[config.mk]
export PLATFORM = sky130hd
export DESIGN_NAME = standby_and_slow_mode_control
export DESIGN_NICKNAME = d
export VERILOG_FILES = /design/src/sbm_pkg.sv /design/src/standby_and_slow_mode_control.sv /design/src/pin_sync.sv
export VERILOG_INCLUDE_DIRS = /design/src /design/src/src
export SDC_FILE = /design/constraint.sdc
export NUM_CORES = 1
export LEC_CHECK = 0
export ABC_AREA = 1
export BUFFER_PORTS_ARGS = -buffer_cell sky130_fd_sc_hd__buf_4
export CAP_MARGIN = 15
export CORE_MARGIN = 2
export CORE_UTILIZATION = 40
export CTS_BUF_LIST = sky130_fd_sc_hd__clkbuf_8
export DETAILED_ROUTE_END_ITERATION = 16
export GPL_TIMING_DRIVEN = 0
export PLACE_DENSITY_LB_ADDON = 0.05
export SETUP_SLACK_MARGIN = 0.5
export SLEW_MARGIN = 20
export SYNTH_ARGS = -nofsm -noshare
export SYNTH_HDL_FRONTEND = slang
export SYNTH_HIERARCHICAL = 1
export SYNTH_SLANG_ARGS = --single-unit
[constraint.sdc]
create_clock -name clk_i -period 4.5 [get_ports clk_i]
set_input_delay 0.225 -clock clk_i [delete_from_list [all_inputs] [get_ports clk_i]]
set_output_delay 0.225 -clock clk_i [all_outputs]
set_load 0.02 [all_outputs]
[src/sbm_map.svh]
// register offsets, field positions, reset values and widths of the standby controller
`ifndef SBM_MAP_SVH
`define SBM_MAP_SVH

`define SBM_ADDR_W          4
`define SBM_DATA_W          8
`define SBM_PC_W            16

`define SBM_ADDR_SYSCTL_B   4'h0
`define SBM_ADDR_TB_CTL     4'h1
`define SBM_ADDR_STATUS     4'h2
`define SBM_ADDR_PC_LO      4'h3
`define SBM_ADDR_PC_HI      4'h4

`define SBM_BIT_FAST_OSC    7
`define SBM_BIT_SLOW_OSC    6
`define SBM_BIT_CLK_SEL     5
`define SBM_BIT_HALT_REQ    4
`define SBM_BIT_TB_HALT_REQ 2

`define SBM_BIT_TB_IRQ_EN   3
`define SBM_TB_SEL_MSB      2
`define SBM_TB_TAPS         8

`define SBM_SYSCTL_RST      8'h80
`define SBM_TB_CTL_RST      8'h00
`define SBM_PC_STEP         16'h0002

`endif

[src/sbm_pkg.sv]
// types shared by the standby and slow mode controller
package sbm_pkg;

	typedef enum logic [1:0] {
		FAST_SINGLE_CLOCK_RUN,
		FAST_DUAL_CLOCK_RUN,
		SLOW_RUN_FAST_OSC_ON,
		SLOW_RUN_FAST_OSC_OFF
	} run_mode_t;

	typedef enum {
		ST_RUN,
		ST_CPU_HALT,
		ST_TB_HALT
	} halt_state_t;

endpackage : sbm_pkg

[src/standby_and_slow_mode_control.sv]
// halt and slow mode controller: run mode bits, halt entry, release and resume signalling
//
// Function
// - in cpu halt mode the CPU and watchdog stop; peripherals keep running.
// - halt modes keep memory, registers, status word and port latches unchanged.
// - on halt entry the program counter points two past the entry instruction.
// - software clears master enable, enables wake source, then writes halt request.
// - cpu halt release clears the halt request and restores the previous run mode.
// - reset pin low releases any halt; execution restarts in fast single clock run.
// - master enable low: enabled interrupt wakes, resumes inline, latch stays set.
// - master enable high: enabled interrupt wakes and starts its service routine.
// - watchdog interrupt just before entry is serviced and the halt is skipped.
// - time-base-only halt gates every peripheral clock except the time-base timer.
// - software stops peripherals, then writes the time-base halt request bit.
// - time-base halt release clears its request bit and restores the run mode.
// - time-base irq enable set at time-base halt entry sets the time-base latch.
// - time-base halt ends on falling edge of selected tap, irq enable irrelevant.
// - enable product zero: release resumes at the instruction after entry.
// - enable product one: release starts time-base interrupt processing.
// - release edge is asynchronous, so the halt may be shorter than a period.
// - slow switch: select low clock first, then clear the fast oscillator enable.
// - control register bits: fast oscillator 7, slow oscillator 6, clock select 5.
`timescale 1ns/1ps
`include "sbm_map.svh"

module standby_and_slow_mode_control
	import sbm_pkg::*;
(
	// clock and reset
	input  wire logic                   clk_i,
	input  wire logic                   srst_i,
	// external reset pin, active low, asynchronous
	input  wire logic                   ext_rst_n_i,
	// register port
	input  wire logic [`SBM_ADDR_W-1:0] addr_i,
	input  wire logic [`SBM_DATA_W-1:0] wdata_i,
	input  wire logic                   wr_i,
	input  wire logic                   rd_i,
	output logic      [`SBM_DATA_W-1:0] rdata_o,
	// cpu core
	input  wire logic [`SBM_PC_W-1:0]   instr_addr_i,
	input  wire logic                   master_irq_enable_i,
	output logic                        cpu_halt_o,
	output logic                        wdt_halt_o,
	output logic [`SBM_PC_W-1:0]        resume_pc_o,
	output logic                        resume_inline_o,
	output logic                        service_start_o,
	// interrupt controller
	input  wire logic                   wake_irq_i,
	input  wire logic                   wdt_irq_i,
	input  wire logic                   time_base_source_enable_i,
	output logic                        tb_latch_set_o,
	// time-base divider taps, asynchronous
	input  wire logic [`SBM_TB_TAPS-1:0] tb_taps_i,
	// clock generator
	output logic                        periph_clk_en_o,
	output logic                        fast_osc_enable_o,
	output logic                        slow_osc_enable_o,
	output logic                        sys_clock_select_o,
	output run_mode_t                   run_mode_o
);

	halt_state_t             state_reg;
	halt_state_t             state_next;
	logic                    fast_osc_reg;
	logic                    fast_osc_next;
	logic                    slow_osc_reg;
	logic                    slow_osc_next;
	logic                    clk_sel_reg;
	logic                    clk_sel_next;
	logic                    halt_req_reg;
	logic                    halt_req_next;
	logic                    tb_halt_req_reg;
	logic                    tb_halt_req_next;
	logic                    tb_irq_en_reg;
	logic [`SBM_TB_SEL_MSB:0] tb_sel_reg;
	logic [2:0]              saved_reg;
	logic [2:0]              saved_next;
	logic [`SBM_PC_W-1:0]    resume_pc_reg;
	logic [`SBM_DATA_W-1:0]  rdata_reg;
	logic                    cpu_halt_reg;
	logic                    periph_en_reg;
	logic                    inline_reg;
	logic                    inline_next;
	logic                    service_reg;
	logic                    service_next;
	logic                    tb_set_reg;
	logic                    tb_set_next;
	run_mode_t               mode_reg;
	run_mode_t               mode_next;

	// register decode
	wire logic wr_sys   = wr_i && (addr_i == `SBM_ADDR_SYSCTL_B);
	wire logic wr_tb    = wr_i && (addr_i == `SBM_ADDR_TB_CTL);
	wire logic in_run   = (state_reg == ST_RUN);
	wire logic req_halt = wr_sys && wdata_i[`SBM_BIT_HALT_REQ];
	wire logic req_tb   = wr_sys && wdata_i[`SBM_BIT_TB_HALT_REQ] && !wdata_i[`SBM_BIT_HALT_REQ];
	wire logic enter_cpu_halt = in_run && req_halt && !wdt_irq_i;
	wire logic enter_tb_halt  = in_run && req_tb && !wdt_irq_i;
	wire logic enter_any      = enter_cpu_halt || enter_tb_halt;

	// reset pin and time-base tap pass two flip-flops before use
	logic ext_rst_lvl;
	logic tap_fall;
	wire logic tap_sel = tb_taps_i[tb_sel_reg];

	pin_sync #(.RST_VAL(1'b1)) rst_pin_sync (
		.clk_i   (clk_i),
		.srst_i  (srst_i),
		.async_i (ext_rst_n_i),
		.level_o (ext_rst_lvl),
		.fall_o  ()
	);

	// the tap runs free of this clock, so the first edge after entry may come early
	pin_sync #(.RST_VAL(1'b0)) tap_sync (
		.clk_i   (clk_i),
		.srst_i  (srst_i),
		.async_i (tap_sel),
		.level_o (),
		.fall_o  (tap_fall)
	);

	wire logic pin_reset   = !ext_rst_lvl;
	wire logic cpu_release = (state_reg == ST_CPU_HALT) && wake_irq_i;
	wire logic tb_release  = (state_reg == ST_TB_HALT) && tap_fall;
	wire logic tb_product  = master_irq_enable_i && time_base_source_enable_i && tb_irq_en_reg;

	function automatic run_mode_t mode_of(input logic fast, input logic slow, input logic sel);
		if (sel)
			mode_of = fast ? SLOW_RUN_FAST_OSC_ON : SLOW_RUN_FAST_OSC_OFF;
		else
			mode_of = slow ? FAST_DUAL_CLOCK_RUN : FAST_SINGLE_CLOCK_RUN;
	endfunction : mode_of

	always_comb begin
		state_next       = state_reg;
		fast_osc_next    = fast_osc_reg;
		slow_osc_next    = slow_osc_reg;
		clk_sel_next     = clk_sel_reg;
		halt_req_next    = halt_req_reg;
		tb_halt_req_next = tb_halt_req_reg;
		saved_next       = saved_reg;
		inline_next      = 1'b0;
		service_next     = 1'b0;
		tb_set_next      = 1'b0;
		case (state_reg)
			ST_RUN: begin
				if (wr_sys) begin
					// oscillator and clock select follow bit writes directly
					fast_osc_next = wdata_i[`SBM_BIT_FAST_OSC];
					slow_osc_next = wdata_i[`SBM_BIT_SLOW_OSC];
					clk_sel_next  = wdata_i[`SBM_BIT_CLK_SEL];
				end
				if (enter_cpu_halt) begin
					state_next    = ST_CPU_HALT;
					halt_req_next = 1'b1;
				end else if (enter_tb_halt) begin
					state_next       = ST_TB_HALT;
					tb_halt_req_next = 1'b1;
					tb_set_next      = tb_irq_en_reg;
				end
				if (enter_any) begin
					saved_next = {wdata_i[`SBM_BIT_FAST_OSC], wdata_i[`SBM_BIT_SLOW_OSC],
						wdata_i[`SBM_BIT_CLK_SEL]};
				end
			end
			ST_CPU_HALT: begin
				if (cpu_release) begin
					state_next    = ST_RUN;
					halt_req_next = 1'b0;
					{fast_osc_next, slow_osc_next, clk_sel_next} = saved_reg;
					// the source latch is left alone; software clears it
					service_next  = master_irq_enable_i;
					inline_next   = !master_irq_enable_i;
				end
			end
			ST_TB_HALT: begin
				if (tb_release) begin
					state_next       = ST_RUN;
					tb_halt_req_next = 1'b0;
					{fast_osc_next, slow_osc_next, clk_sel_next} = saved_reg;
					service_next     = tb_product;
					inline_next      = !tb_product;
				end
			end
			default: begin
				state_next = ST_RUN;
			end
		endcase
		mode_next = mode_of(fast_osc_next, slow_osc_next, clk_sel_next);
	end

	always_ff @(posedge clk_i) begin
		if (srst_i || pin_reset) begin
			state_reg       <= ST_RUN;
			fast_osc_reg    <= 1'(`SBM_SYSCTL_RST >> `SBM_BIT_FAST_OSC);
			slow_osc_reg    <= 1'b0;
			clk_sel_reg     <= 1'b0;
			halt_req_reg    <= 1'b0;
			tb_halt_req_reg <= 1'b0;
			// the saved bits start as the reset run mode bits
			saved_reg       <= 3'(`SBM_SYSCTL_RST >> `SBM_BIT_CLK_SEL);
			mode_reg        <= FAST_SINGLE_CLOCK_RUN;
			cpu_halt_reg    <= 1'b0;
			periph_en_reg   <= 1'b1;
			inline_reg      <= 1'b0;
			service_reg     <= 1'b0;
			tb_set_reg      <= 1'b0;
		end else begin
			state_reg       <= state_next;
			fast_osc_reg    <= fast_osc_next;
			slow_osc_reg    <= slow_osc_next;
			clk_sel_reg     <= clk_sel_next;
			halt_req_reg    <= halt_req_next;
			tb_halt_req_reg <= tb_halt_req_next;
			saved_reg       <= saved_next;
			mode_reg        <= mode_next;
			// the stall freezes CPU state, port latches and memory strobes
			cpu_halt_reg    <= (state_next != ST_RUN);
			periph_en_reg   <= (state_next != ST_TB_HALT);
			inline_reg      <= inline_next;
			service_reg     <= service_next;
			tb_set_reg      <= tb_set_next;
		end
	end

	// time-base control and resume address
	always_ff @(posedge clk_i) begin
		if (srst_i || pin_reset) begin
			tb_irq_en_reg <= 1'b0;
			tb_sel_reg    <= '0;
			resume_pc_reg <= '0;
		end else begin
			if (wr_tb && in_run) begin
				tb_irq_en_reg <= wdata_i[`SBM_BIT_TB_IRQ_EN];
				tb_sel_reg    <= wdata_i[`SBM_TB_SEL_MSB:0];
			end
			if (enter_any) begin
				resume_pc_reg <= instr_addr_i + `SBM_PC_STEP;
			end
		end
	end

	// read data, one cycle after the strobe
	wire logic [`SBM_DATA_W-1:0] sys_rd = {fast_osc_reg, slow_osc_reg, clk_sel_reg,
		halt_req_reg, 1'b0, tb_halt_req_reg, 2'b00};
	wire logic [`SBM_DATA_W-1:0] tb_rd  = {4'h0, tb_irq_en_reg, tb_sel_reg};
	wire logic [`SBM_DATA_W-1:0] st_rd  = {2'b00, !periph_en_reg, cpu_halt_reg,
		2'b00, mode_reg};
	wire logic [`SBM_DATA_W-1:0] rd_mux =
		(addr_i == `SBM_ADDR_SYSCTL_B) ? sys_rd :
		(addr_i == `SBM_ADDR_TB_CTL)   ? tb_rd :
		(addr_i == `SBM_ADDR_STATUS)   ? st_rd :
		(addr_i == `SBM_ADDR_PC_LO)    ? resume_pc_reg[7:0] :
		(addr_i == `SBM_ADDR_PC_HI)    ? resume_pc_reg[15:8] : 8'h00;

	always_ff @(posedge clk_i) begin
		if (srst_i) begin
			rdata_reg <= 8'h00;
		end else begin
			rdata_reg <= rd_i ? rd_mux : 8'h00;
		end
	end

	assign rdata_o            = rdata_reg;
	assign cpu_halt_o         = cpu_halt_reg;
	assign wdt_halt_o         = cpu_halt_reg;
	assign resume_pc_o        = resume_pc_reg;
	assign resume_inline_o    = inline_reg;
	assign service_start_o    = service_reg;
	assign tb_latch_set_o     = tb_set_reg;
	assign periph_clk_en_o    = periph_en_reg;
	assign fast_osc_enable_o  = fast_osc_reg;
	assign slow_osc_enable_o  = slow_osc_reg;
	assign sys_clock_select_o = clk_sel_reg;
	assign run_mode_o         = mode_reg;

	chk_halt_entry: assert property (
		@(posedge clk_i) disable iff (srst_i || pin_reset)
		enter_cpu_halt |=> cpu_halt_o && wdt_halt_o && halt_req_reg && periph_clk_en_o)
		else $error("cpu halt not entered after request");

	chk_wdt_abort: assert property (
		@(posedge clk_i) disable iff (srst_i || pin_reset)
		in_run && (req_halt || req_tb) && wdt_irq_i |=> !cpu_halt_o && state_reg == ST_RUN)
		else $error("halt entered despite watchdog interrupt");

	chk_halt_clear: assert property (
		@(posedge clk_i) disable iff (srst_i || pin_reset)
		cpu_release |=> !halt_req_reg && !cpu_halt_o)
		else $error("halt request not cleared on release");

	chk_wake_service: assert property (
		@(posedge clk_i) disable iff (srst_i || pin_reset)
		cpu_release && master_irq_enable_i |=> service_start_o ##1 !service_start_o)
		else $error("service not started once on wake");

	chk_wake_inline: assert property (
		@(posedge clk_i) disable iff (srst_i || pin_reset)
		cpu_release && !master_irq_enable_i |=> resume_inline_o && !service_start_o)
		else $error("inline resume missing on wake");

	chk_tb_gate: assert property (
		@(posedge clk_i) disable iff (srst_i || pin_reset)
		enter_tb_halt |=> !periph_clk_en_o && tb_halt_req_reg && cpu_halt_o)
		else $error("peripheral clocks not gated in time-base halt");

	chk_tb_latch: assert property (
		@(posedge clk_i) disable iff (srst_i || pin_reset)
		enter_tb_halt |=> tb_latch_set_o == $past(tb_irq_en_reg))
		else $error("time-base latch set wrong at entry");

	chk_tb_release: assert property (
		@(posedge clk_i) disable iff (srst_i || pin_reset)
		tb_release |=> !tb_halt_req_reg && periph_clk_en_o
			&& service_start_o == $past(tb_product) && resume_inline_o == !$past(tb_product))
		else $error("time-base release outcome wrong");

	chk_resume_pc: assert property (
		@(posedge clk_i) disable iff (srst_i || pin_reset)
		enter_any |=> resume_pc_o == $past(instr_addr_i) + `SBM_PC_STEP)
		else $error("resume address not two past entry");

	chk_mode_restore: assert property (
		@(posedge clk_i) disable iff (srst_i || pin_reset)
		cpu_release || tb_release |=>
			{fast_osc_enable_o, slow_osc_enable_o, sys_clock_select_o} == saved_reg
			&& run_mode_o == mode_of(saved_reg[2], saved_reg[1], saved_reg[0]))
		else $error("run mode not restored after halt");

	chk_halt_hold: assert property (
		@(posedge clk_i) disable iff (srst_i || pin_reset)
		cpu_halt_o && state_next != ST_RUN |=> $stable(run_mode_o) && $stable(resume_pc_o))
		else $error("state changed during halt");

	chk_pin_reset: assert property (
		@(posedge clk_i) disable iff (srst_i)
		pin_reset |=> !cpu_halt_o && run_mode_o == FAST_SINGLE_CLOCK_RUN)
		else $error("reset pin did not release halt");

endmodule : standby_and_slow_mode_control

[src/pin_sync.sv]
// two flip-flop synchroniser with a falling edge pulse on the settled side
`timescale 1ns/1ps
module pin_sync #(
	parameter logic RST_VAL = 1'b1
) (
	// clock and reset
	input  wire logic clk_i,
	input  wire logic srst_i,
	// asynchronous input
	input  wire logic async_i,
	// synchronised outputs
	output logic      level_o,
	output logic      fall_o
);

	logic meta_reg;
	logic sync_reg;
	logic prev_reg;

	always_ff @(posedge clk_i) begin
		if (srst_i) begin
			meta_reg <= RST_VAL;
			sync_reg <= RST_VAL;
			prev_reg <= RST_VAL;
		end else begin
			meta_reg <= async_i;
			sync_reg <= meta_reg;
			prev_reg <= sync_reg;
		end
	end

	assign level_o = sync_reg;
	assign fall_o  = prev_reg & ~sync_reg;

endmodule : pin_sync

After elaboration in Yosys (flattened, before gate mapping)
Cells that the tools add are included.
{ "totals": {"out_inout_bits": 35, "regBits": 80} }
{ "op_classes": {"order_cmp": 1, "eq_ne": 14, "add_sub_neg": 1, "mux": 40, "bitwise_logic": 5, "n_reduce_logical": 34} }
{ "op_table": {"columns": ["operator", "n"], "rows": [
  ["two-way mux 32 bit", 4],
  ["one-hot mux 32 bit (3 select lines)", 1],
  ["== test 32 x 2 -> 1 bit, second input constant", 2],
  ["logical NOT 32 bit", 2],
  ["two-way mux 8 bit", 5],
  ["== test 32 x 1 -> 1 bit, second input constant", 1],
  ["== test 32 x 3 -> 1 bit, second input constant", 1],
  ["!= test 32 x 3 -> 1 bit, second input constant", 1],
  ["nonzero test 32 bit", 1],
  ["two-way mux 1 bit", 21],
  ["adder 16 x 2 -> 16 bit, second input constant", 1],
  ["logical AND 1 bit", 14],
  ["!= test 2 bit, second input constant", 5],
  ["one-hot mux 1 bit (3 select lines)", 3],
  ["== test 4 x 2 -> 1 bit, second input constant", 2],
  ["one-hot mux 1 bit (2 select lines)", 4],
  ["logical NOT 1 bit", 6],
  ["== test 4 x 1 -> 1 bit, second input constant", 1],
  ["== test 4 x 3 -> 1 bit, second input constant", 1],
  ["logical NOT 4 bit", 1],
  ["less-than comparator 3 x 4 -> 1 bit, second input constant", 1],
  ["NOT 1 bit", 4],
  ["AND reduction 4 bit", 1],
  ["nonzero test 2 bit", 2],
  ["other kinds (9)", 10]
]} }

Logic depth before layout (Yosys ltp)
Gate-level depths: netlist (run 1).
{ "depth": {"depth_word": 10, "ltp_mapped": 14} }

Modules after synthesis
Netlist (run 1), hierarchy kept.
{ "by_module_without_submodules": {"columns": ["module", "instances", "area_per_inst_um2", "cells_each"], "rows": [
  ["standby_and_slow_mode_control", 1, 3066.7, 401],
  ["pin_sync (rst_pin_sync)", 1, 93.8, 12],
  ["pin_sync (tap_sync)", 1, 92.6, 11]
]} }

Worst setup path after synthesis (run 1)
No wires, ideal clock.
{ "synth_path": {"path_type": "register to register", "start": "reg state_reg[14]", "end": "reg resume_pc_reg[3] (netlist: resume_pc_o[3])", "slack_ns": 3.020, "required_time_ns": 4.381, "period_less_slack_ns": 1.480, "n_path_buf": 1, "setup_time_ns": 0.119, "stages_incl_launch_ff": 12, "arrival_time_ns": 1.360, "cell_sequence": "dfxtp_1 > nor2_1 > nand2_1 > nor2_2 > nand2_2 > inv_1 > nand2_4 > nor2_4 > nor2_4 > buf_4 > o21ai_0 > a21oi_1"} }
{ "synth_between": {"elab_chain_cells": 4} }
{ "synth_rtl": {"columns": ["element", "line", "rtl"], "rows": [
  ["start: declaration", "standby_and_slow_mode_control.sv:63", "halt_state_t state_reg;"],
  ["start signal: assignment", "standby_and_slow_mode_control.sv:211", "state_reg <= state_next;"],
  ["logical NOT 32 bit (*)", "standby_and_slow_mode_control.sv:95", "wire logic in_run = (state_reg == ST_RUN);"],
  ["logical AND 1 bit, on equally long branches (2 in series)", "standby_and_slow_mode_control.sv:98, standby_and_slow_mode_control.sv:99", null],
  ["logical OR 1 bit (*)", "standby_and_slow_mode_control.sv:100", "wire logic enter_any = enter_cpu_halt || enter_tb_halt;"],
  ["end signal: assignment", "standby_and_slow_mode_control.sv:240", "resume_pc_reg <= instr_addr_i + `SBM_PC_STEP;"],
  ["end: declaration", "standby_and_slow_mode_control.sv:79", "logic [`SBM_PC_W-1:0] resume_pc_reg;"]
]} }
Every way passes the cells marked *; elsewhere a longest branch is shown, timed or not.
A chain may end at the register's enable or synchronous reset.

Worst setup path after layout (run 1)
{ "layout_path": {"start": "reg state_reg[28]", "end": "reg tb_sel_reg[2]"} }
{ "layout_between": {"elab_chain_cells": 2} }
{ "layout_rtl": {"columns": ["element", "line", "rtl"], "rows": [
  ["logical NOT 32 bit", "standby_and_slow_mode_control.sv:95", null],
  ["logical AND 1 bit", "standby_and_slow_mode_control.sv:235", "if (wr_tb && in_run) begin"],
  ["end signal: assignment", "standby_and_slow_mode_control.sv:237", "tb_sel_reg <= wdata_i[`SBM_TB_SEL_MSB:0];"],
  ["end: declaration", "standby_and_slow_mode_control.sv:76", "logic [`SBM_TB_SEL_MSB:0] tb_sel_reg;"]
]} }
No other way between the ends.

==> metrics.md, run 1 <==
| Metric | Value |
|---|---|
| WL/cell | `12.3 microns` |
| CP arrival | `1.97 ns` |
| Nets | `584` |
| Post-synthesis instance total | `419` |
| CP Data Required Time | `4.74 ns` |
| Antenna-violating nets left | `0` |
| IO Pins | `80` |
| CTS root buffer | `clkbuf_8` |
| Dpl hpwl | `6220 microns` |
| VDD IR max | `175 uV` |
| Number of flip-flops in the largest register | `32` |
| Antenna violations before repair | `0` |
| Unrepaired setup endpoints after global routing | `no` |
| Hold Vio Cnt, Final | `0` |
| Syn-to-layout area delta | `31.8%` |
| Antenna diode count | `0` |
| Total number of vias | `2,885` |
| Vias/cell | `4.47` |
| CTS buffer count | `9` |
| Via count of the first global-routing pass | `2,714` |
| First drt pass iteration count | `4` |
| Maximum fanout along the worst path | `8` |
| Post_cts resized | `0` |
| Die X-Extent | `93.7 microns` |
| Die area | `8780 sq um` |
| Hold_buf cts | `0` |
| H-tree Lvls | `3` |
| Clock-pin slew on the worst setup and hold paths | `0.09 ns` |
| Die Ht | `93.7 microns` |
| CP startpoint kind | `flop` |
| Iteration-0 DRC Markers | `170` |
| Pwr per Cell Area | `311 nW/um^2` |
| Status | `complete, no violations` |
| Synth warn | `6` |
| Skew-Pair Late Insertion Delay | `0.35 ns` |
| Slowest stage delay, CP | `0.33 ns` |
| Syn avg cell area | `7.68 sq um` |
| Final instance area | `4240 sq um` |
| Setup crit end kind | `flop` |
| Critical path's top delay family | `simple AND/OR/NAND/NOR gates` |
| Worst-case clock buffer depth | `2` |
| First-pass GRT wire length | `12,800 microns` |
| CP Class | `flop to flop` |
| GRT Total Usage | `19.1%` |
| Largest net degree at the start of global routing | `18` |
| Core ar. | `7770 sq um` |
| Critical path's slowest cell | `nor2_2` |
| Slew Limit Fails | `0` |
| Dpl cell area | `4050 sq um` |
| Row Count | `32` |
| Cells along the critical path | `nor2_1 > nand2_1 > nor2_1 > nand2_1 > nor2_2 > nand3_1 > o21ai_0 > a21oi_1` |
| Period minus WS final | `1.73 ns` |
| Post-Syn Area | `3220 sq um` |
| CTS Sinks | `79` |
| Maxcap violations | `0` |
| Port buffer count | `79` |
| Initial Util | `41.4%` |
| Layout cells sized above 1 | `22.7%` |
| Static Leakage | `2.01 nW` |
| Fmax | `580 MHz` |
| # Post-CTS Setup Buffers | `0` |
| Final clock skew | `0.00939 ns` |
| Setup TNS | `0 ns` |
| DRC Markers | `0` |
| Period utilisation layout | `38.3%` |
| Worst Hold Class | `input port to flop` |
| CP bufs+invs | `0` |
| Grt total ovfl | `0` |
| Worst Tran Pin Value | `0.635 ns` |
| Overall Power | `1.32 mW` |
| Final setup viols | `0` |
| Total wire length | `7940 microns` |
| Slew HR | `57.3%` |
| Placer's final routability congestion estimate | `0.820` |
| CTS tree | `built` |
==> power by group <==
group / internal (mW) / switching [mW] / total, mW
clock network: 0.220 / 0.298 / 0.518
logic: 0.0380 / 0.0426 / 0.0806
registers: 0.715 / 0.00423 / 0.719
==> worst min-delay path: stages <==
cell and delay [ns]:
buf_4 0.07, inv_1 0.03, nand2_1 0.05
==> worst paths after layout <==
check,from,endpoint,slack (ns),depth (start not counted)
hold reg to reg,rst_pin_sync/meta_reg,rst_pin_sync/level_o,0.42,2
setup reg to reg,state_reg[28],tb_sel_reg[2],2.77,8
hold / removal,ext_rst_n_i,rst_pin_sync/meta_reg,0.05,3
setup / recovery,state_reg[28],tb_sel_reg[2],2.77,8
==> through the flow <==
| step | setup slack [ns] | instances | utilization [%] | hold WS (ns) |
|---|---|---|---|---|
| after global routing | 2.50 | 645 | 54.6 | 0.0470 |
| after detailed placement | 2.67 | 629 | 52.1 | 0.401 |
| after CTS | 2.74 | 645 | 54.6 | 0.0339 |
| after global placement | 2.67 | 629 | 52.1 | 0.387 |
| final | 2.77 | 645 | 54.6 | 0.0472 |
| after floorplan | 3.02 | 448 | - | 0.292 |
==> final cells by class <==
class	instances	area [sq um]
Buffer	7	50.0
Clock buffer	9	124
Clock inverter	7	68.8
Fill cell	751	3530
Inverter	65	251
Multi-Input combinational cell	297	1440
Sequential cell	79	1580
Tap cell	102	128
Timing Repair Buffer	79	593
==> routing by layer <==
metal | vias to the layer above | track usage, % | wire length [microns]
met5 | - | 0 | 0
met4 | 0 | 5.80 | 91
met3 | 6 | 4.90 | 388
met2 | 65 | 28.6 | 3560
met1 | 1276 | 27.0 | 3900
li1 | 1538 | - | -
==> layout by cell type, fill, tap and decap left out, types with 4 or more instances in the layout <==
cell type  count
buf_4         83
nand4_1        5
nor2_4         4
clkbuf_8       9
a21oi_1       32
o21ai_0       24
nand2_1       74
nor2_1        60
inv_1         61
inv_6          5
conb_1        30
xor2_1         8
o21ai_1        9
nor2_2         5
nand3_1       17
dfxtp_1       79
Note: power is estimated with default switching activity, not from simulation.
==> inputs of run 2 (changes only) <==
--- a/config.mk
+++ b/config.mk
@@ -6,7 +6,7 @@
 export SDC_FILE = /design/constraint.sdc
 export NUM_CORES = 1
 export LEC_CHECK = 0
-export ABC_AREA = 1
+export ABC_AREA = 0
 export BUFFER_PORTS_ARGS = -buffer_cell sky130_fd_sc_hd__buf_4
 export CAP_MARGIN = 15
 export CORE_MARGIN = 2
==> constraint.sdc (replaced) <==
create_clock -name clk_i -period 1.45 [get_ports clk_i]
set_input_delay 0.0725 -clock clk_i [delete_from_list [all_inputs] [get_ports clk_i]]
set_output_delay 0.0725 -clock clk_i [all_outputs]
set_load 0.02 [all_outputs]
==> run 2 against run 1 <==
Net effect: the run now ends with setup timing left; clock power grew to 2.9 times the previous value; synthesized cell count is 25% lower; highest routed layer unchanged; sequential cell count stayed put; clock skew is 0.0037 ns higher; core utilization is 11 points higher; setup slack got worse by 3.3 ns; fmax shrank 11%; sequential power increased to 3.1 times the previous value; sequential share of layout area shrank 4.4 points; register-to-register slack worse by 3.3 ns; cell count down 11%; non-clock buffer count is 44 higher; critical endpoint is now resume_pc_o[3].
==> metrics.md, run 2 <==
| Metric | Value |
|---|---|
| Status | `finished with violations (was complete, no violations)` |
| Failing checks | `setup timing` |
| Unrepaired setup endpoints after global routing | `yes (was no)` |
| Depth of the worst register-to-register path | `7 (was 8)` |
| Port buffer count | `79 (unchanged)` |
| Total number of vias | `2,984 (was 2,885)` |
| Critical path's top delay family | `simple AND/OR/NAND/NOR gates (unchanged)` |
| Setup TNS | `-12.12 ns (was 0 ns)` |
| WL/cell | `15.4 microns (was 12.3 microns)` |
| Worst Tran Pin Value | `0.581 ns (was 0.635 ns)` |
| Reg power frac | `54.7% (was 54.6%)` |
| CP arrival | `2.18 ns (was 1.97 ns)` |
| Final clock skew | `0.0131 ns (was 0.00939 ns)` |
| Core ar. | `7650 sq um (was 7770 sq um)` |
| Skew-Pair Late Insertion Delay | `0.36 ns (was 0.35 ns)` |
| Clock power share | `37.2% (was 39.3%)` |
| Clock-pin slew on the worst setup and hold paths | `0.08 ns (was 0.09 ns)` |
| Hold EP | `tb_latch_set_o (was rst_pin_sync/meta_reg)` |
| DRC Markers | `0 (unchanged)` |
| CP Class | `flop to flop (unchanged)` |
| R2r endpoint | `resume_pc_o[3] (was tb_sel_reg[2])` |
| Die Ht | `92.4 microns (was 93.7 microns)` |
| Number of flip-flops in the largest register | `32 (unchanged)` |
| Post-placement setup slack | `-0.582 ns (was 2.67 ns)` |
| Slew Limit Fails | `0 (unchanged)` |
| Vias/cell | `5.19 (was 4.47)` |
| R2r setup slk | `-0.48 ns (was 2.77 ns)` |
| Slowest stage delay, CP | `0.54 ns (was 0.33 ns)` |
| CTS Sinks | `79 (unchanged)` |
| Syn-to-layout area delta | `59.5% (was 31.8%)` |
| Syn avg cell area | `9.89 sq um (was 7.68 sq um)` |
| Hold Vio Cnt, Final | `0 (unchanged)` |
| Via count of the first global-routing pass | `2,910 (was 2,714)` |
| Setup crit end kind | `flop (unchanged)` |
| Slew HR | `60.9% (was 57.3%)` |
| Post-Syn Area | `3130 sq um (was 3220 sq um)` |
| Grt total ovfl | `0 (unchanged)` |
| Synth warn | `6 (unchanged)` |
| H-tree Lvls | `3 (unchanged)` |
| Post-synthesis instance total | `316 (was 419)` |
| CP startpoint kind | `flop (unchanged)` |
| Net Switching | `1.04 mW (was 0.345 mW)` |
| Row Count | `32 (unchanged)` |
| Hold wc startpoint | `wdata_i[4] (was ext_rst_n_i)` |
| Period minus WS final | `1.93 ns (was 1.73 ns)` |
| Cells along the critical path | `or4_4 > nor2_4 > and4_4 > buf_8 > buf_12 > a21oi_2 > a311oi_1 (was nor2_1 > nand2_1 > nor2_1 > nand2_1 > nor2_2 > nand3_1 > o21ai_0 > a21oi_1)` |
| P_int | `3.04 mW (was 0.973 mW)` |
| CTS buffer count | `9 (unchanged)` |
| Switch share | `25.6% (was 26.2%)` |
| Period utilisation layout | `133% (was 38.3%)` |
| Hold depth | `3 (unchanged)` |
| Worst-case clock buffer depth | `2 (unchanged)` |
| Nets | `514 (was 584)` |
| Pwr per Cell Area | `819 nW/um^2 (was 311 nW/um^2)` |
| CTS tree | `built (unchanged)` |
| Layout cells sized above 1 | `48.0% (was 22.7%)` |
| GRT Total Usage | `21.1% (was 19.1%)` |
| Fmax | `519 MHz (was 580 MHz)` |
| Fin util | `65.2% (was 54.6%)` |
| Comb power frac | `8.2% (was 6.1%)` |
| Worst setup margin | `-0.478 ns (was 2.77 ns)` |
| Antenna violations before repair | `0 (unchanged)` |
| Placer's final routability congestion estimate | `0.847 (was 0.820)` |
| Maxcap violations | `0 (unchanged)` |
| Die area | `8540 sq um (was 8780 sq um)` |
| IO Pins | `80 (unchanged)` |
| Most frequent cells in the layout | `buf_4, dfxtp_1, conb_1, buf_6 (was buf_4, dfxtp_1, nand2_1, inv_1, nor2_1)` |
| Static Leakage | `1.94 nW (was 2.01 nW)` |
| Final setup viols | `36 (was 0)` |
| CTS root buffer | `clkbuf_8 (unchanged)` |
| Die X-Extent | `92.4 microns (was 93.7 microns)` |
| CP Data Required Time | `1.70 ns (was 4.74 ns)` |
| First drt pass iteration count | `4 (unchanged)` |
| Critical path's slowest cell | `or4_4 (was nor2_2)` |
| Dpl hpwl | `6210 microns (was 6220 microns)` |
| Antenna-violating nets left | `0 (unchanged)` |
| Most common cell after layout, fill and taps aside | `buf_4 (unchanged)` |
| Worst Hold Class | `input port to flop (unchanged)` |
| VDD IR max | `632 uV (was 175 uV)` |
| Initial Util | `40.9% (was 41.4%)` |
| Iteration-0 DRC Markers | `174 (was 170)` |
| Maximum fanout along the worst path | `7 (was 8)` |
| Overall Power | `4.08 mW (was 1.32 mW)` |
| First-pass GRT wire length | `14,100 microns (was 12,800 microns)` |
| Antenna diode count | `0 (unchanged)` |
| CP bufs+invs | `2 (was 0)` |
| Total wire length | `8880 microns (was 7940 microns)` |
| Largest net degree at the start of global routing | `17 (was 18)` |
| RR Startpoint | `state_reg[18] (was state_reg[28])` |
==> run 2: area by class of cell <==
class | instances | area (sq um)
Buffer | 18 | 163
Clock buffer | 9 | 124
Clock inverter | 7 | 60.1
Fill cell | 642 | 2660
Inverter | 5 | 18.8
Multi-Input combinational cell | 243 | 1850
Sequential cell | 79 | 1640
Tap cell | 102 | 128
Timing Repair Buffer | 112 | 1000
==> run 2: repair_timing <==
item | CTS | global route
hold endpoints to repair | 16 | 0
pin swaps | 24 | 15
buffers inserted | 14 | 4
cloned | 1 | 1
hold buffers | 13 | 0
setup endpoints to repair | 64 | 61
resized for setup | 68 | 66
==> run 2: worst max path at each step <==
stage | startpoint | endpoint | slack [ns] | cells after the start
3_5_place_dp | state_reg[13] | tb_halt_req_reg | -0.58 | 5
2_1_floorplan | state_reg[21] | resume_pc_o[0] | -0.26 | 7
4_1_cts | state_reg[5] | resume_pc_o[11] | -0.43 | 7
5_1_grt | state_reg[18] | resume_pc_o[5] | -0.52 | 7
6_report | state_reg[18] | resume_pc_o[3] | -0.48 | 7
3_3_place_gp | state_reg[13] | tb_halt_req_reg | -0.57 | 5
==> run 2: power groups by stage <==
stage	clock network [mW]	registers (mW)	logic [mW]
floorplan	0	2.28	0.123
detailed placement	0	2.29	0.279
global placement	0	2.29	0.278
CTS	1.56	2.23	0.318
global route	1.66	2.24	0.363
finish	1.52	2.23	0.334
==> run 2: metrics by stage <==
step                cells  instance area (sq um)  hold WS [ns]
finish                575                   4990        0.0211
floorplan             345                   3350         0.144
detailed placement    526                   4070         0.260
global placement      526                   4070         0.261
CTS                   570                   4750       0.00897
global route          575                   4990        0.0231
==> run 2: layer usage <==
layer / global-route usage (%) / part of all wire (%)
met1: 26.7 / 43
met2: 35.0 / 49
met3: 6.02 / 6.6
met4: 6.34 / 1.3
met5: 0 / 0
==> run 2: tightest hold or removal path, cell delays in order <==
cell	delay, ns
buf_4	0.09
or4b_4	0.13
nor3_2	0.04
==> inputs of run 3 (changes only) <==
--- a/config.mk
+++ b/config.mk
@@ -9,12 +9,12 @@
 export ABC_AREA = 0
 export BUFFER_PORTS_ARGS = -buffer_cell sky130_fd_sc_hd__buf_4
 export CAP_MARGIN = 15
-export CORE_MARGIN = 2
+export CORE_MARGIN = 4
 export CORE_UTILIZATION = 40
 export CTS_BUF_LIST = sky130_fd_sc_hd__clkbuf_8
 export DETAILED_ROUTE_END_ITERATION = 16
 export GPL_TIMING_DRIVEN = 0
-export PLACE_DENSITY_LB_ADDON = 0.05
+export PLACE_DENSITY = 0.65
 export SETUP_SLACK_MARGIN = 0.5
 export SLEW_MARGIN = 20
 export SYNTH_ARGS = -nofsm -noshare
==> run 3 against run 2 <==
Net effect: the flow still finishes with violations (setup timing); critical path depth is the same; register-to-register slack about the same; non-clock buffer count up 2; core utilization up 3.0 points; setup slack hardly changed; total power increased by 7.9%; via count up 0.30%; clock power rose by 20%; first-iteration DRC count rose by 22%; clock-buffer cell count grew 1; wire length grew 4.3%.
==> metrics.md, run 3 (same netlist as run 2, synthesis figures left out) <==
| Metric | Value |
|---|---|
| CTS Sinks | `79 (unchanged)` |
| Slew Limit Fails | `0 (unchanged)` |
| Met1 Usage GRT | `24.8% (was 26.7%)` |
| CTS buffer count | `9 (unchanged)` |
| Slew HR | `58.2% (was 60.9%)` |
| Nets | `516 (was 514)` |
| DRC Markers | `0 (unchanged)` |
| Period utilisation layout | `133% (about the same)` |
| CTS tree | `built (unchanged)` |
| VDD IR max | `959 uV (was 632 uV)` |
| Final setup viols | `36 (unchanged)` |
| Fmax | `519 MHz (about the same)` |
| Met2 usage | `32.7% (was 35.0%)` |
| Layout cells sized above 1 | `48.2% (was 48.0%)` |
| Total number of vias | `2,993 (was 2,984)` |
| Final instance area | `5060 sq um (was 4990 sq um)` |
| IO Pins | `80 (unchanged)` |
| Syn-to-layout area delta | `61.7% (was 59.5%)` |
| Port buffer count | `79 (unchanged)` |
| First-pass GRT wire length | `13,700 microns (was 14,100 microns)` |
| WL/cell | `16.1 microns (was 15.4 microns)` |
| Vias/cell | `5.21 (was 5.19)` |
| Largest net degree at the start of global routing | `15 (was 17)` |
| CP Data Required Time | `1.71 ns (was 1.70 ns)` |
| RR Startpoint | `state_reg[14] (was state_reg[18])` |
| Die Ht | `96.4 microns (was 92.4 microns)` |
| Worst-case clock buffer depth | `2 (unchanged)` |
| H-tree Lvls | `3 (unchanged)` |
| Antenna diode count | `0 (unchanged)` |
| Most common cell after layout, fill and taps aside | `buf_4 (unchanged)` |
| Die area | `9300 sq um (was 8540 sq um)` |
| Initial Util | `42.2% (was 40.9%)` |
| Maxcap violations | `0 (unchanged)` |
| CP startpoint kind | `flop (unchanged)` |
| GRT Total Usage | `19.5% (was 21.1%)` |
| Final clock skew | `0.0128 ns (was 0.0131 ns)` |
| Dpl hpwl | `6560 microns (was 6210 microns)` |
| Die X-Extent | `96.4 microns (was 92.4 microns)` |
| Static Leakage | `1.97 nW (was 1.94 nW)` |
| Depth of the worst register-to-register path | `7 (unchanged)` |
| Met3 Usage GRT | `5.03% (was 6.02%)` |
| Clock-pin slew on the worst setup and hold paths | `0.07 ns (was 0.08 ns)` |
| Number of flip-flops in the largest register | `32 (unchanged)` |
| Row Count | `31 (was 32)` |
| First drt pass iteration count | `4 (unchanged)` |
| Via count of the first global-routing pass | `2,858 (was 2,910)` |
| Hold wc startpoint | `wdata_i[2] (was wdata_i[4])` |
| Worst Tran Pin Value | `0.626 ns (was 0.581 ns)` |
| Pwr per Cell Area | `871 nW/um^2 (was 819 nW/um^2)` |
| Dpl cell area | `4070 sq um (about the same)` |
| Hold depth | `3 (unchanged)` |
| Core ar. | `7410 sq um (was 7650 sq um)` |
| Unrepaired setup endpoints after global routing | `yes (unchanged)` |
| Total wire length | `9260 microns (was 8880 microns)` |
| Maximum fanout along the worst path | `6 (was 7)` |
| CTS root buffer | `clkbuf_8 (unchanged)` |
| Overall Power | `4.41 mW (was 4.08 mW)` |
| Most frequent cells in the layout | `buf_4, dfxtp_1, conb_1, buf_6, dfxtp_2 (was buf_4, dfxtp_1, conb_1, buf_6)` |
| Period minus WS final | `1.93 ns (about the same)` |
| Setup crit end kind | `flop (unchanged)` |
| R2r setup slk | `-0.48 ns (about the same)` |
| CP arrival | `2.19 ns (was 2.18 ns)` |
| Grt total ovfl | `0 (unchanged)` |
| Worst Hold Class | `input port to flop (unchanged)` |
| Status | `finished with violations (unchanged)` |
| Hold Vio Cnt, Final | `0 (unchanged)` |
| Hold EP | `tb_sel_reg[2] (was tb_latch_set_o)` |
| Fill cell count | `556 (was 642)` |
| R2r endpoint | `tb_halt_req_reg (was resume_pc_o[3])` |
| CP Class | `flop to flop (unchanged)` |
| Failing checks | `setup timing (unchanged)` |
| Antenna violations before repair | `0 (unchanged)` |
| Placer's final routability congestion estimate | `0.813 (was 0.847)` |
| Grt peak-use layer | `met2 (unchanged)` |
| Antenna-violating nets left | `0 (unchanged)` |
| Worst setup margin | `-0.478 ns (about the same)` |
| Skew-Pair Late Insertion Delay | `0.35 ns (was 0.36 ns)` |
| Iteration-0 DRC Markers | `212 (was 174)` |
==> run 3: worst max-delay path by stage <==
stage                   from              end  slack [ns]
2_1_floorplan  state_reg[21]   resume_pc_o[0]       -0.26
3_3_place_gp   state_reg[21]  tb_halt_req_reg       -0.53
3_5_place_dp   state_reg[13]  tb_halt_req_reg       -0.58
4_1_cts        state_reg[22]  tb_halt_req_reg       -0.45
5_1_grt        state_reg[14]  tb_halt_req_reg       -0.53
6_report       state_reg[14]  tb_halt_req_reg       -0.48
==> run 3: layout make-up <==
| class | instances | area, sq um | area share [%] |
|---|---|---|---|
| plain buffers | 18 | 166 | 3.29 |
| inverters | 5 | 18.8 | 0.371 |
| repair buffers | 114 | 1020 | 20.3 |
| flip-flops and latches | 79 | 1630 | 32.3 |
| clock inverters | 6 | 91.3 | 1.81 |
| well taps | 99 | 124 | 2.45 |
| clock buffers | 10 | 138 | 2.72 |
| multi-input cells | 243 | 1860 | 36.8 |
==> run 3: worst max-delay path, stage by stage, from the launching register on <==
cell,delay [ns]
dfxtp_2,0.32
or4_4,0.54
nor2_4,0.13
buf_4,0.12
nand4_1,0.13
buf_6,0.17
or2_1,0.22
a221oi_2,0.21
==> run 3: where the power goes <==
group | internal (mW) | leakage [nW] | total [mW] | switching [mW]
logic | 0.176 | 1.20 | 0.338 | 0.162
registers | 2.21 | 0.660 | 2.23 | 0.0273
clock network | 1.03 | 0.113 | 1.83 | 0.809
total | 3.41 | 1.97 | 4.41 | 0.998
==> run 3: per-layer routing <==
metal  wire (microns)  vias to the layer above  share of wire [%]
li1                 -                     1472                  -
met1             3900                     1411                 42
met2             4560                      101                 49
met3              699                        9                7.5
met4              107                        0                1.2
met5                0                        -                  0
==> run 3: through the flow <==
stage | worst slack (ns) | std cells | setup TNS (ns) | utilization [%] | hold slack, ns
floorplan | -0.261 | 345 | -6.20 | - | 0.144
global route | -0.533 | 574 | -15.08 | 68.3 | 0.0179
CTS | -0.449 | 562 | -12.23 | 62.9 | 0.000561
detailed placement | -0.580 | 523 | -13.99 | 54.9 | 0.264
finish | -0.478 | 574 | -11.96 | 68.3 | 0.0139
global placement | -0.530 | 523 | -13.17 | 54.9 | 0.260
==> run 3: repair_timing <==
action	CTS	global route
setup endpoints to repair	62	61
pin swaps	15	20
buffers inserted	10	9
cloned	1	3
gates resized for setup	57	64
hold endpoints to repair	15	0
hold buffers	12	0
